==> src/logic/sxd_pkg.sv <==
package sxd_pkg;

  // Instruction classes presented by dispatch
  typedef enum logic [2:0] {
    SXD_CLS_PLAIN = 3'b000,
    SXD_CLS_SC = 3'b001,
    SXD_CLS_RFI = 3'b010,
    SXD_CLS_ISYNC = 3'b011,
    SXD_CLS_EXSYNC = 3'b100,
    SXD_CLS_BARRIER = 3'b101,
    SXD_CLS_TRAP = 3'b110,
    SXD_CLS_FP = 3'b111
  } sxd_cls_e;

  // Handler classes reported to vectoring
  typedef enum logic [3:0] {
    SXD_EXC_NONE = 4'h0,
    SXD_EXC_ISTOR = 4'h1,
    SXD_EXC_ILLEGAL = 4'h2,
    SXD_EXC_PRIV = 4'h3,
    SXD_EXC_TRAP = 4'h4,
    SXD_EXC_FPUNAVAIL = 4'h5,
    SXD_EXC_ALIGN = 4'h6,
    SXD_EXC_DSTOR = 4'h7,
    SXD_EXC_SYSCALL = 4'h8,
    SXD_EXC_FPENABLED = 4'h9
  } sxd_exc_e;

  // Sequencer states
  typedef enum logic [2:0] {
    SXD_ST_RUN = 3'b000,
    SXD_ST_DRAIN = 3'b001,
    SXD_ST_FLUSH = 3'b010,
    SXD_ST_EXC = 3'b011,
    SXD_ST_DONE = 3'b100
  } sxd_st_e;

  localparam int SXD_SPR_W = 10;
  localparam int SXD_ADDR_W = 64;
  localparam int SXD_NSPR = 4;
  // Special register numbers open to user mode
  localparam logic [SXD_SPR_W-1:0] SXD_SPR_USER0 = 10'h001;
  localparam logic [SXD_SPR_W-1:0] SXD_SPR_USER1 = 10'h008;
  localparam logic [SXD_SPR_W-1:0] SXD_SPR_USER2 = 10'h009;
  localparam logic [SXD_SPR_W-1:0] SXD_SPR_USER3 = 10'h10c;
  localparam logic [SXD_ADDR_W-1:0] SXD_INSN_STEP = 64'h0000000000000004;

endpackage

==> src/logic/sxd_prio_if.sv <==
`timescale 1ns/1ps
`default_nettype none
interface sxd_prio_if;
  logic istor;
  logic illegal;
  logic priv;
  logic trap;
  logic fp_unavail;
  logic align;
  logic dstor;
  logic syscall;
  logic fp_enabled;
  sxd_pkg::sxd_exc_e winner;
  modport src (output istor, illegal, priv, trap, fp_unavail, align, dstor, syscall, fp_enabled,
               input winner);
  modport enc (input istor, illegal, priv, trap, fp_unavail, align, dstor, syscall, fp_enabled,
               output winner);
endinterface
`default_nettype wire

==> src/logic/sxd_prio_enc.sv <==
`timescale 1ns/1ps
`default_nettype none
module sxd_prio_enc (
  // Raw conditions in, one winner out
  sxd_prio_if.enc p
);
  // Fixed order, fetch faults first since nothing else is known then
  always_comb begin
    if (p.istor) begin
      p.winner = sxd_pkg::SXD_EXC_ISTOR;
    end else if (p.illegal) begin
      p.winner = sxd_pkg::SXD_EXC_ILLEGAL;
    end else if (p.priv) begin
      p.winner = sxd_pkg::SXD_EXC_PRIV;
    end else if (p.fp_unavail) begin
      p.winner = sxd_pkg::SXD_EXC_FPUNAVAIL;
    end else if (p.syscall) begin
      p.winner = sxd_pkg::SXD_EXC_SYSCALL;
    end else if (p.trap) begin
      p.winner = sxd_pkg::SXD_EXC_TRAP;
    end else if (p.align) begin
      p.winner = sxd_pkg::SXD_EXC_ALIGN;
    end else if (p.dstor) begin
      p.winner = sxd_pkg::SXD_EXC_DSTOR;
    end else if (p.fp_enabled) begin
      p.winner = sxd_pkg::SXD_EXC_FPENABLED;
    end else begin
      p.winner = sxd_pkg::SXD_EXC_NONE;
    end
  end
endmodule // sxd_prio_enc
`default_nettype wire

==> src/logic/sxd_top.sv <==
// Notes on behaviour
// [RL1] Context sync instructions drain, flush queue, refetch
// [RL2] Start only without higher exception; halt dispatch
// [RL3] Earlier instructions past exception point first
// [RL4] Earlier instructions finish in their issue context
// [RL5] Instruction sync refetches next sequential address
// [RL6] System call and return redirect like branches
// [RL7] Execution sync: conditions one, two only
// [RL8] Late context effective by next context sync
// [RL9] Illegal opcode raises illegal program exception
// [RL10] User supervisor instruction raises privileged exception
// [RL11] Special register privilege follows register number
// [RL12] Invalid form gives illegal or privileged
// [RL13] Absent optional instruction raises illegal
// [RL14] Protection or page fault: data/instruction storage
// [RL15] Bad alignment raises alignment exception
// [RL16] System call always raises system-call exception
// [RL17] Trap condition met raises trap exception
// [RL18] Floating point while disabled: unavailable exception
// [RL19] Enabled floating-point condition raises enabled exception
// [RL20] Only highest-priority condition is reported
`timescale 1ns/1ps
`default_nettype none
module sxd_top #(
  parameter int ADDR_W = sxd_pkg::SXD_ADDR_W,
  parameter int SPR_W = sxd_pkg::SXD_SPR_W
) (
  // Clock and reset
  input wire logic mclk,
  input wire logic rst,
  // Dispatch side
  input wire logic disp_valid,
  output logic disp_ready,
  input wire sxd_pkg::sxd_cls_e disp_cls,
  input wire logic [ADDR_W-1:0] disp_addr,
  input wire logic [ADDR_W-1:0] disp_target,
  input wire logic disp_supervisor_only,
  input wire logic disp_is_spr_move,
  input wire logic [SPR_W-1:0] disp_special_purpose_register,
  input wire logic disp_illegal,
  input wire logic disp_invalid_form,
  input wire logic disp_invalid_form_priv,
  input wire logic disp_optional_absent,
  input wire logic disp_trap_taken,
  input wire logic disp_fetch_fault,
  input wire logic disp_align_fault,
  input wire logic disp_data_fault,
  input wire logic disp_fp_cond_enabled,
  // Machine context
  input wire logic ctx_problem_state,
  input wire logic ctx_fp_enabled,
  input wire logic ctx_pending_update,
  output logic ctx_apply,
  // Completion side
  input wire logic cmp_empty,
  input wire logic cmp_exc_pending,
  input wire logic cmp_past_exc_point,
  // Fetch side
  output logic fetch_flush,
  output logic [ADDR_W-1:0] fetch_redirect_addr,
  // Handler vectoring
  output logic exc_valid,
  output sxd_pkg::sxd_exc_e exc_class,
  output logic [ADDR_W-1:0] exc_addr,
  input wire logic exc_ack
);

  sxd_pkg::sxd_st_e st_q;
  sxd_pkg::sxd_st_e st_d;
  sxd_pkg::sxd_cls_e cls_q;
  logic [ADDR_W-1:0] addr_q;
  logic [ADDR_W-1:0] target_q;
  logic spr_user_ok;
  logic take;
  logic is_ctx_sync;
  logic is_sync;
  logic drained;
  logic [sxd_pkg::SXD_NSPR-1:0] spr_hit;
  logic [SPR_W-1:0] spr_tab [sxd_pkg::SXD_NSPR];

  sxd_prio_if pif ();

  assign spr_tab[0] = sxd_pkg::SXD_SPR_USER0;
  assign spr_tab[1] = sxd_pkg::SXD_SPR_USER1;
  assign spr_tab[2] = sxd_pkg::SXD_SPR_USER2;
  assign spr_tab[3] = sxd_pkg::SXD_SPR_USER3;

  // User access to a special register depends on its number
  for (genvar i = 0; i < sxd_pkg::SXD_NSPR; i++) begin : g_spr
    assign spr_hit[i] = (disp_special_purpose_register == spr_tab[i]); // see [RL11]
  end
  assign spr_user_ok = |spr_hit;

  // Raw conditions of the dispatching instruction
  assign pif.istor = disp_fetch_fault; // see [RL14]
  // A privileged invalid form is only privileged for user code
  assign pif.illegal = disp_illegal | disp_optional_absent // see [RL9] [RL13]
                     | (disp_invalid_form
                        & ~(disp_invalid_form_priv & ctx_problem_state)); // see [RL12]
  assign pif.priv = ctx_problem_state
                  & ((disp_supervisor_only & ~disp_is_spr_move)
                     | (disp_is_spr_move & ~spr_user_ok)
                     | (disp_invalid_form & disp_invalid_form_priv)); // see [RL10] [RL11] [RL12]
  assign pif.fp_unavail = (disp_cls == sxd_pkg::SXD_CLS_FP) & ~ctx_fp_enabled; // see [RL18]
  assign pif.syscall = (disp_cls == sxd_pkg::SXD_CLS_SC); // see [RL16]
  assign pif.trap = (disp_cls == sxd_pkg::SXD_CLS_TRAP) & disp_trap_taken; // see [RL17]
  assign pif.align = disp_align_fault; // see [RL15]
  assign pif.dstor = disp_data_fault; // see [RL14]
  assign pif.fp_enabled = (disp_cls == sxd_pkg::SXD_CLS_FP) & ctx_fp_enabled
                        & disp_fp_cond_enabled; // see [RL19]

  sxd_prio_enc u_prio (
    .p(pif.enc) // see [RL20]
  );

  assign is_ctx_sync = (disp_cls == sxd_pkg::SXD_CLS_SC) | (disp_cls == sxd_pkg::SXD_CLS_RFI)
                     | (disp_cls == sxd_pkg::SXD_CLS_ISYNC);
  assign is_sync = is_ctx_sync | (disp_cls == sxd_pkg::SXD_CLS_EXSYNC)
                 | (disp_cls == sxd_pkg::SXD_CLS_BARRIER);

  // Earlier work must be beyond faulting before a sync moves on
  assign drained = cmp_empty | (cmp_past_exc_point & ~cmp_exc_pending); // see [RL3] [RL7]

  // Dispatch halts whenever the sequencer is not idle
  assign disp_ready = (st_q == sxd_pkg::SXD_ST_RUN); // see [RL2]
  assign take = disp_valid & disp_ready;

  always_comb begin
    st_d = st_q;
    case (st_q)
      sxd_pkg::SXD_ST_RUN: begin
        if (take && pif.winner != sxd_pkg::SXD_EXC_NONE) begin
          st_d = sxd_pkg::SXD_ST_DRAIN;
        end else if (take && is_sync) begin
          st_d = sxd_pkg::SXD_ST_DRAIN; // see [RL1] [RL7]
        end
      end
      sxd_pkg::SXD_ST_DRAIN: begin
        // An older pending exception wins; this one waits behind it
        if (drained) begin // see [RL2] [RL3]
          if (exc_valid) begin
            st_d = sxd_pkg::SXD_ST_EXC;
          end else if (cls_q == sxd_pkg::SXD_CLS_RFI || cls_q == sxd_pkg::SXD_CLS_ISYNC) begin
            st_d = sxd_pkg::SXD_ST_FLUSH;
          end else begin
            st_d = sxd_pkg::SXD_ST_DONE;
          end
        end
      end
      sxd_pkg::SXD_ST_EXC: begin
        if (exc_ack) begin
          st_d = sxd_pkg::SXD_ST_FLUSH;
        end
      end
      sxd_pkg::SXD_ST_FLUSH: begin
        st_d = sxd_pkg::SXD_ST_RUN;
      end
      sxd_pkg::SXD_ST_DONE: begin
        st_d = sxd_pkg::SXD_ST_RUN;
      end
      default: begin
        st_d = sxd_pkg::SXD_ST_RUN;
      end
    endcase
  end

  always_ff @(posedge mclk or posedge rst) begin
    if (rst) begin
      st_q <= sxd_pkg::SXD_ST_RUN;
    end else begin
      st_q <= st_d;
    end
  end

  // Capture the instruction being synchronised or faulted
  always_ff @(posedge mclk or posedge rst) begin
    if (rst) begin
      cls_q <= sxd_pkg::SXD_CLS_PLAIN;
      addr_q <= '0;
      target_q <= '0;
    end else if (take) begin
      cls_q <= disp_cls;
      addr_q <= disp_addr;
      target_q <= disp_target;
    end
  end

  // Reported exception held until vectoring accepts it
  always_ff @(posedge mclk or posedge rst) begin
    if (rst) begin
      exc_valid <= 1'b0;
      exc_class <= sxd_pkg::SXD_EXC_NONE;
      exc_addr <= '0;
    end else if (take && pif.winner != sxd_pkg::SXD_EXC_NONE) begin
      exc_valid <= 1'b1; // see [RL20]
      exc_class <= pif.winner;
      exc_addr <= disp_addr;
    end else if (st_q == sxd_pkg::SXD_ST_EXC && exc_ack) begin
      exc_valid <= 1'b0;
    end
  end

  // Flush and redirect; vectoring owns the handler address after a fault
  always_ff @(posedge mclk or posedge rst) begin
    if (rst) begin
      fetch_flush <= 1'b0;
      fetch_redirect_addr <= '0;
    end else begin
      fetch_flush <= (st_d == sxd_pkg::SXD_ST_FLUSH); // see [RL1]
      if (st_d == sxd_pkg::SXD_ST_FLUSH) begin
        if (cls_q == sxd_pkg::SXD_CLS_ISYNC && !exc_valid) begin
          fetch_redirect_addr <= ADDR_W'(addr_q + sxd_pkg::SXD_INSN_STEP); // see [RL5]
        end else begin
          fetch_redirect_addr <= target_q; // see [RL6]
        end
      end
    end
  end

  // New context is released only after older work drained, so earlier
  // instructions never see it; execution sync may defer it to the next
  // context sync, trading latency for a simpler pipeline
  always_ff @(posedge mclk or posedge rst) begin
    if (rst) begin
      ctx_apply <= 1'b0;
    end else begin
      ctx_apply <= ctx_pending_update
                 & (st_d == sxd_pkg::SXD_ST_FLUSH); // see [RL4] [RL8]
    end
  end

endmodule // sxd_top
`default_nettype wire

==> config.mk <==
export PLATFORM = sky130hd
export DESIGN_NAME = sxd_top
export DESIGN_NICKNAME = d
export VERILOG_FILES = /design/src/logic/sxd_pkg.sv /design/src/logic/sxd_prio_if.sv /design/src/logic/sxd_prio_enc.sv /design/src/logic/sxd_top.sv
export SDC_FILE = /design/constraint.sdc
export NUM_CORES = 1
export LEC_CHECK = 0
export ABC_AREA = 1
export BUFFER_PORTS_ARGS = -buffer_cell sky130_fd_sc_hd__buf_2
export CAP_MARGIN = 40
export CORE_MARGIN = 1
export CORE_UTILIZATION = 55
export CTS_BUF_LIST = sky130_fd_sc_hd__clkbuf_4 sky130_fd_sc_hd__clkbuf_8
export CTS_CLUSTER_SIZE = 28
export DETAILED_ROUTE_END_ITERATION = 6
export PLACE_DENSITY = 0.87
export SLEW_MARGIN = 25
export SYNTH_ARGS = -nofsm -noshare
export SYNTH_HDL_FRONTEND = slang
export SYNTH_SLANG_ARGS = --single-unit
==> constraint.sdc <==
create_clock -name mclk -period 24.4 [get_ports mclk]
set_input_delay 4.88 -clock mclk [delete_from_list [all_inputs] [get_ports mclk]]
set_output_delay 4.88 -clock mclk [all_outputs]
set_load 0.02 [all_outputs]
Yosys cells after proc, flatten, opt, wreduce, memory -nomap -nowiden
Index checks and enable logic that the tools add are counted.
Storage, ports and cells
  register bits: 269
  input port bits: 162
  output and inout bits: 136
Operators by class
  add/subtract/negate cells: 1
  eq/ne operators: 16
  multiplexer cells: 19
  bitwise operators: 27
  reductions and logical operators: 10
Operators by type and width (number)
  64-bit by 3-bit adder with 64-bit output, second input constant: 1
  64-bit 2-to-1 mux: 1
  4-bit 2-to-1 mux: 9
  10-bit by 4-bit equality test with 1-bit output, second input constant: 2
  3-bit by 2-bit equality test with 1-bit output, second input constant: 6
  3-bit 2-to-1 mux: 6
  1-bit bitwise AND: 13
  3-bit equality test, second input constant: 4
  10-bit by 1-bit equality test with 1-bit output, second input constant: 1
  10-bit by 9-bit equality test with 1-bit output, second input constant: 1
  1-bit OR: 9
  3-bit one-hot mux with 3 select lines: 1
  3-bit by 1-bit equality test with 1-bit output, second input constant: 2
  1-bit NOT: 5
  1-bit logical AND: 4
  4-bit nonzero test: 1
  4-bit OR reduction: 1
  3-bit logical NOT: 1
  1-bit 2-to-1 mux: 2
  2-bit nonzero test: 1
  1-bit logical NOT: 1
  1-bit logical OR: 1

Logic depth before layout (Yosys ltp)
  word-level depth: 18
  gate-level depth with buffers: 18
  gate-level depth less buffers: 16

By module
Synthesis repeated with hierarchy kept, for this count alone.
Second synthesis, totals
  cell total of the unflattened synthesis: 1724
  area total of the unflattened synthesis: 13123.8 um^2
By module, submodules not included
  sxd_top: instances 1, cells an instance 1696, area an instance 13006.2 um^2
  sxd_prio_enc: instances 1, cells an instance 28, area an instance 117.6 um^2

Least setup slack after synthesis
No wires, ideal clock.
  path kind: in2reg
  start point: input disp_special_purpose_register[4]
  end point: register fetch_redirect_addr[0]
  arrival time: 6.269 ns
  slack: 18.014 ns
  cell stages on the path: 16
  buffers on the path: 2
  path through: nor2_1 nand2_1 nor2_1 nand2_1 nand2_1 nand2_1 nand2_1 nand2_1 nand2_1 nand2_1 o21bai_4 nand4_2 buf_4 buf_6 nand2_1 nand2_1
On the way
  cells in the longest elaborated chain, start to end: 15
  elaborated cells on any way between the ends: 18
  classes of those cells: eq/ne: 5; mux: 5; bitwise: 5; reduce/logical: 3
Ends and longest elaborated chain
  from (decl): line sxd_top.sv:39  | input wire logic [SPR_W-1:0] disp_special_purpose_register,
  10-bit by 1-bit equality test with 1-bit output, or another cell as far along: line sxd_top.sv:90  | assign spr_hit[i] = (disp_special_purpose_register == spr_tab[i]);
  4-bit OR reduction (*): line sxd_top.sv:92  | assign spr_user_ok = |spr_hit;
  1-bit NOT (*): line sxd_top.sv:102  | | (disp_is_spr_move & ~spr_user_ok)
  1-bit bitwise AND (*): line sxd_top.sv:102
  1-bit OR (*): line sxd_top.sv:102
  1-bit OR (*): line sxd_top.sv:103  | | (disp_invalid_form & disp_invalid_form_priv));
  1-bit bitwise AND (*): line sxd_top.sv:101  | & ((disp_supervisor_only & ~disp_is_spr_move)
  4-bit 2-to-1 mux (*): line sxd_prio_enc.sv:13  | end else if (p.priv) begin
  4-bit 2-to-1 mux (*): line sxd_prio_enc.sv:11  | end else if (p.illegal) begin
  4-bit 2-to-1 mux (*): line sxd_prio_enc.sv:9  | if (p.istor) begin
  4-bit nonzero test (*): line sxd_top.sv:132  | if (take && pif.winner != sxd_pkg::SXD_EXC_NONE) begin
  1-bit logical AND (*): line sxd_top.sv:132
  3-bit 2-to-1 mux (*): line sxd_top.sv:132
  3-bit one-hot mux with 3 select lines (*): line sxd_top.sv:130  | case (st_q)
  3-bit by 2-bit equality test with 1-bit output (*): line sxd_top.sv:210  | if (st_d == sxd_pkg::SXD_ST_FLUSH) begin
  to (signal assigned): line sxd_top.sv:212  | fetch_redirect_addr <= ADDR_W'(addr_q + sxd_pkg::SXD_INSN_STEP);
  to (signal assigned): line sxd_top.sv:214  | fetch_redirect_addr <= target_q;
  to (decl): line sxd_top.sv:60  | output logic [ADDR_W-1:0] fetch_redirect_addr,
Mark *: on every way between the ends. The rest lies on a longest branch, timed or not.
A chain may end at the register's enable or synchronous reset.

Worst setup path in the final report
  start point: input disp_special_purpose_register[4]
  end point: register exc_addr[48]
On the way
  cells in the longest elaborated chain, start to end: 12
  elaborated cells on any way between the ends: 15
  classes of those cells: eq/ne: 4; mux: 3; bitwise: 5; reduce/logical: 3
Ends and longest elaborated chain
  10-bit by 1-bit equality test with 1-bit output, or another cell as far along: line sxd_top.sv:90
  4-bit OR reduction (*): line sxd_top.sv:92
  1-bit NOT (*): line sxd_top.sv:102
  1-bit bitwise AND (*): line sxd_top.sv:102
  1-bit OR (*): line sxd_top.sv:102
  1-bit OR (*): line sxd_top.sv:103
  1-bit bitwise AND (*): line sxd_top.sv:101
  4-bit 2-to-1 mux (*): line sxd_prio_enc.sv:13
  4-bit 2-to-1 mux (*): line sxd_prio_enc.sv:11
  4-bit 2-to-1 mux (*): line sxd_prio_enc.sv:9
  4-bit nonzero test (*): line sxd_top.sv:194  | end else if (take && pif.winner != sxd_pkg::SXD_EXC_NONE) begin
  1-bit logical AND (*): line sxd_top.sv:194
  to (signal assigned): line sxd_top.sv:197  | exc_addr <= disp_addr;
  to (decl): line sxd_top.sv:64  | output logic [ADDR_W-1:0] exc_addr,
Marked as above.

==> flow_summary_export.csv <==
group,metric,value,unit
die,io_pins,298,
global_routing,track_usage,31.9,%
synth,yosys_warnings,0,
synth,syn_nets,1876,
global_routing,grt_max_degree,155,
synth,ys_types,33,
placement,gp_congestion,0.980,
clock_network,cts_hold_buf,0,
placement,dp_hpwl,27.9,mm
pwr,power.total,2.02,mW
route,dr.first_iter.drc_count,1208,
synth,syn_area_per_cell,7.58,µm²
clock_network,cts_resized,0,
die,rows,55,
cells_and_area,fin_util,68.2,%
flow_run,maxCapViolations,0,
route,avgRoutedWirePerCell,16.3,µm
hold_path,holdCritPathClass,"reg -> reg",
die,die_w,156,µm
global_routing,use_met2,49.1,%
clock_network,cts.clk_slew.worst_paths,0.06,ns
cells_and_area,area_growth,20.4,%
outcome,status,"finished clean",
placement,dp_cells,2256,
global_routing,grt_pass1_wl,60.2,mm
pwr,peakVddDrop,0.106,mV
critical_path,worstPathRequired,24.85,ns
cells_and_area,final_cell_mix,"707 x nand2_1, 297 x buf_2, 269 x dfrtp_1",
clock_network,clk_latency,0.55,ns
pwr,p_leak,8.49,nW
global_routing,grt_pass1_vias,11600,
die,die_area,24200,µm²
sta,tns,0,ns
sta,tightest_slew,0.795,ns
global_routing,busiest_layer,"met2",
synth,synth-seq-area-share,51.8,%
sta,setup_viol,0,
route,vias_per_cell,5.28,
cells_and_area,final_cells,2335,
critical_path,cp_data_arrival_time,7.12,ns
sta,slew_headroom,47.0,%
global_routing,gr-usage-met1,47.4,%
clock_network,postCtsSetupBuffers,0,
critical_path,endpoint_kind,"flip-flop",
pwr,power_density,129,nW/µm²
route,wl,38.1,mm
clock_network,cts_tree,"yes",
synth,synth-edff-count,0,
critical_path,startpoint_type,"primary input",
route,drc_errors,0,
synth,async_flop_share,100,%
die,chipHeight,156,µm
sta,layout_min_cycle_time,6.66,ns
route,via_count,12300,
sta,period_share,27.3,%
route,firstDrtPassIters,5,
global_routing,grt_overflow,0,
cells_and_area,layout_commonest_cell,"nand2_1",
clock_network,htree_num_levels,2,
synth,netlist_area,13000,µm²
route,drtAntennaViolNets,0,
die,core_area,22900,µm²
clock_network,cts_max_path_buffers,3,
sta,rsz0062_at_grt,"no",
critical_path,r2r_setup_slack,21.67,ns
global_routing,antenna_found_initial,1,
critical_path,critPathMaxFanout,97,
sta,max_freq,150,MHz
synth,ys_dominant_reg_cell,"dfrtp_1",
die,initial_core_util,56.7,%
cells_and_area,layout-drive-gt1-share,19.9,%
clock_network,cts_buffers,42,
critical_path,path_class,"in -> reg",
cells_and_area,num_antenna_cells,0,
global_routing,grt_use_met3,4.86,%
synth,netlist_instances,1713,
placement,numPortBuffers,297,
cells_and_area,fin_nets,2152,
sta,slew_violations,0,
clock_network,cts_sinks,269,
sta,hold_viol_final,0,
sta,hold-worst-slack,0.469,ns
clock_network,cts_root_buf,"clkbuf_8",
sta,finalClockSkew,0.0275,ns
synth,ys_ff_latch,269,
[worst max-delay path, cell delays in order]
cell	delay (ns)
buf_2	0.10
nor2_1	0.09
nand2_1	0.08
nor2_1	0.14
nand2_1	0.06
nand2_1	0.05
nand2_1	0.04
nand2_1	0.15
nand2_1	0.07
nand2_1	0.06
nand2_1	0.09
o21bai_4	0.48
buf_4	0.31
buf_16	0.28
nand2_1	0.11
o21ai_0	0.09
[per-layer routing]
metal,share of wire [%],up-vias
met3,8.3,73
met1,44,5740
met2,45,601
met4,2.1,2
li1,-,5916
met5,0.029,-
[cells in the mapped netlist, types with 2 or more instances]
library cell,number,share of area (%)
a21oi_1,3,0.12
a31oi_1,2,0.096
and3_1,2,0.096
buf_1,7,0.20
buf_2,4,0.15
buf_4,11,0.64
buf_6,4,0.35
clkbuf_1,51,1.5
dfrtp_1,269,52
inv_1,155,4.5
nand2_1,709,20
nand3_1,115,4.4
nand4_1,10,0.48
nand4_2,2,0.19
nor2_1,93,2.7
nor2_2,5,0.24
nor3_1,40,1.5
nor4_1,2,0.096
o21ai_0,171,6.6
o21ai_1,2,0.077
o31ai_1,2,0.12
xnor2_1,14,0.94
xor2_1,30,2.0
[area by class of cell]
| class | instances | area (µm²) |
|---|---|---|
| Inverter | 156 | 593 |
| Clock inverter | 7 | 41.3 |
| Timing Repair Buffer | 309 | 1650 |
| Fill cell | 1938 | 7280 |
| Tap cell | 313 | 392 |
| Multi-Input combinational cell | 1211 | 5340 |
| Clock buffer | 70 | 888 |
| Sequential cell | 269 | 6730 |
[path summary, 6_finish.rpt]
check	startpoint	endpoint	cells after the start
max in group asynchronous	rst	addr_q[30]$_DFFE_PP0P_	4
min in group asynchronous	rst	target_q[11]$_DFFE_PP0P_	2
min reg2reg	fetch_redirect_addr[51]$_DFFE_PP0N_	fetch_redirect_addr[51]$_DFFE_PP0N_	2
min	fetch_redirect_addr[51]$_DFFE_PP0N_	fetch_redirect_addr[51]$_DFFE_PP0N_	2
max reg2reg	st_q[1]$_DFF_PP0_	fetch_redirect_addr[23]$_DFFE_PP0N_	11
max	disp_special_purpose_register[4]	exc_addr[48]$_DFFE_PP0P_	16
[cells by family (layout without fill, tap and decap cells)]
logic type | Yosys count | after routing | synth area share, %
flops | 269 | 269 | 51.8
simple gates | 982 | 982 | 30.5
buf+inv | 233 | 542 | 7.32
xor+xnor | 44 | 44 | 2.97
fa+ha+maj | 1 | 1 | 0.0963
compound gates | 184 | 184 | 7.30
[power breakdown]
| group | internal (mW) | switching [mW] |
|---|---|---|
| clock network | 0.230 | 0.177 |
| registers | 0.647 | 0.163 |
| logic | 0.256 | 0.551 |
| total | 1.13 | 0.891 |
[state kept, by name (all words and copies together), names as in the netlist]
signal,count
addr_q,64
exc_addr,64
fetch_redirect_addr,64
target_q,64
exc_class,4
cls_q,3
st_q,3
ctx_apply,1
exc_valid,1
fetch_flush,1
[stage by stage]
step,setup slack (ns),cell area [µm²]
after floorplan,12.11,13000
after global placement,17.15,14600
after detailed placement,16.95,14600
after CTS,17.53,15600
after global routing,17.38,15600
final,17.74,15600
No activity file was read; power rests on OpenSTA's default activity.
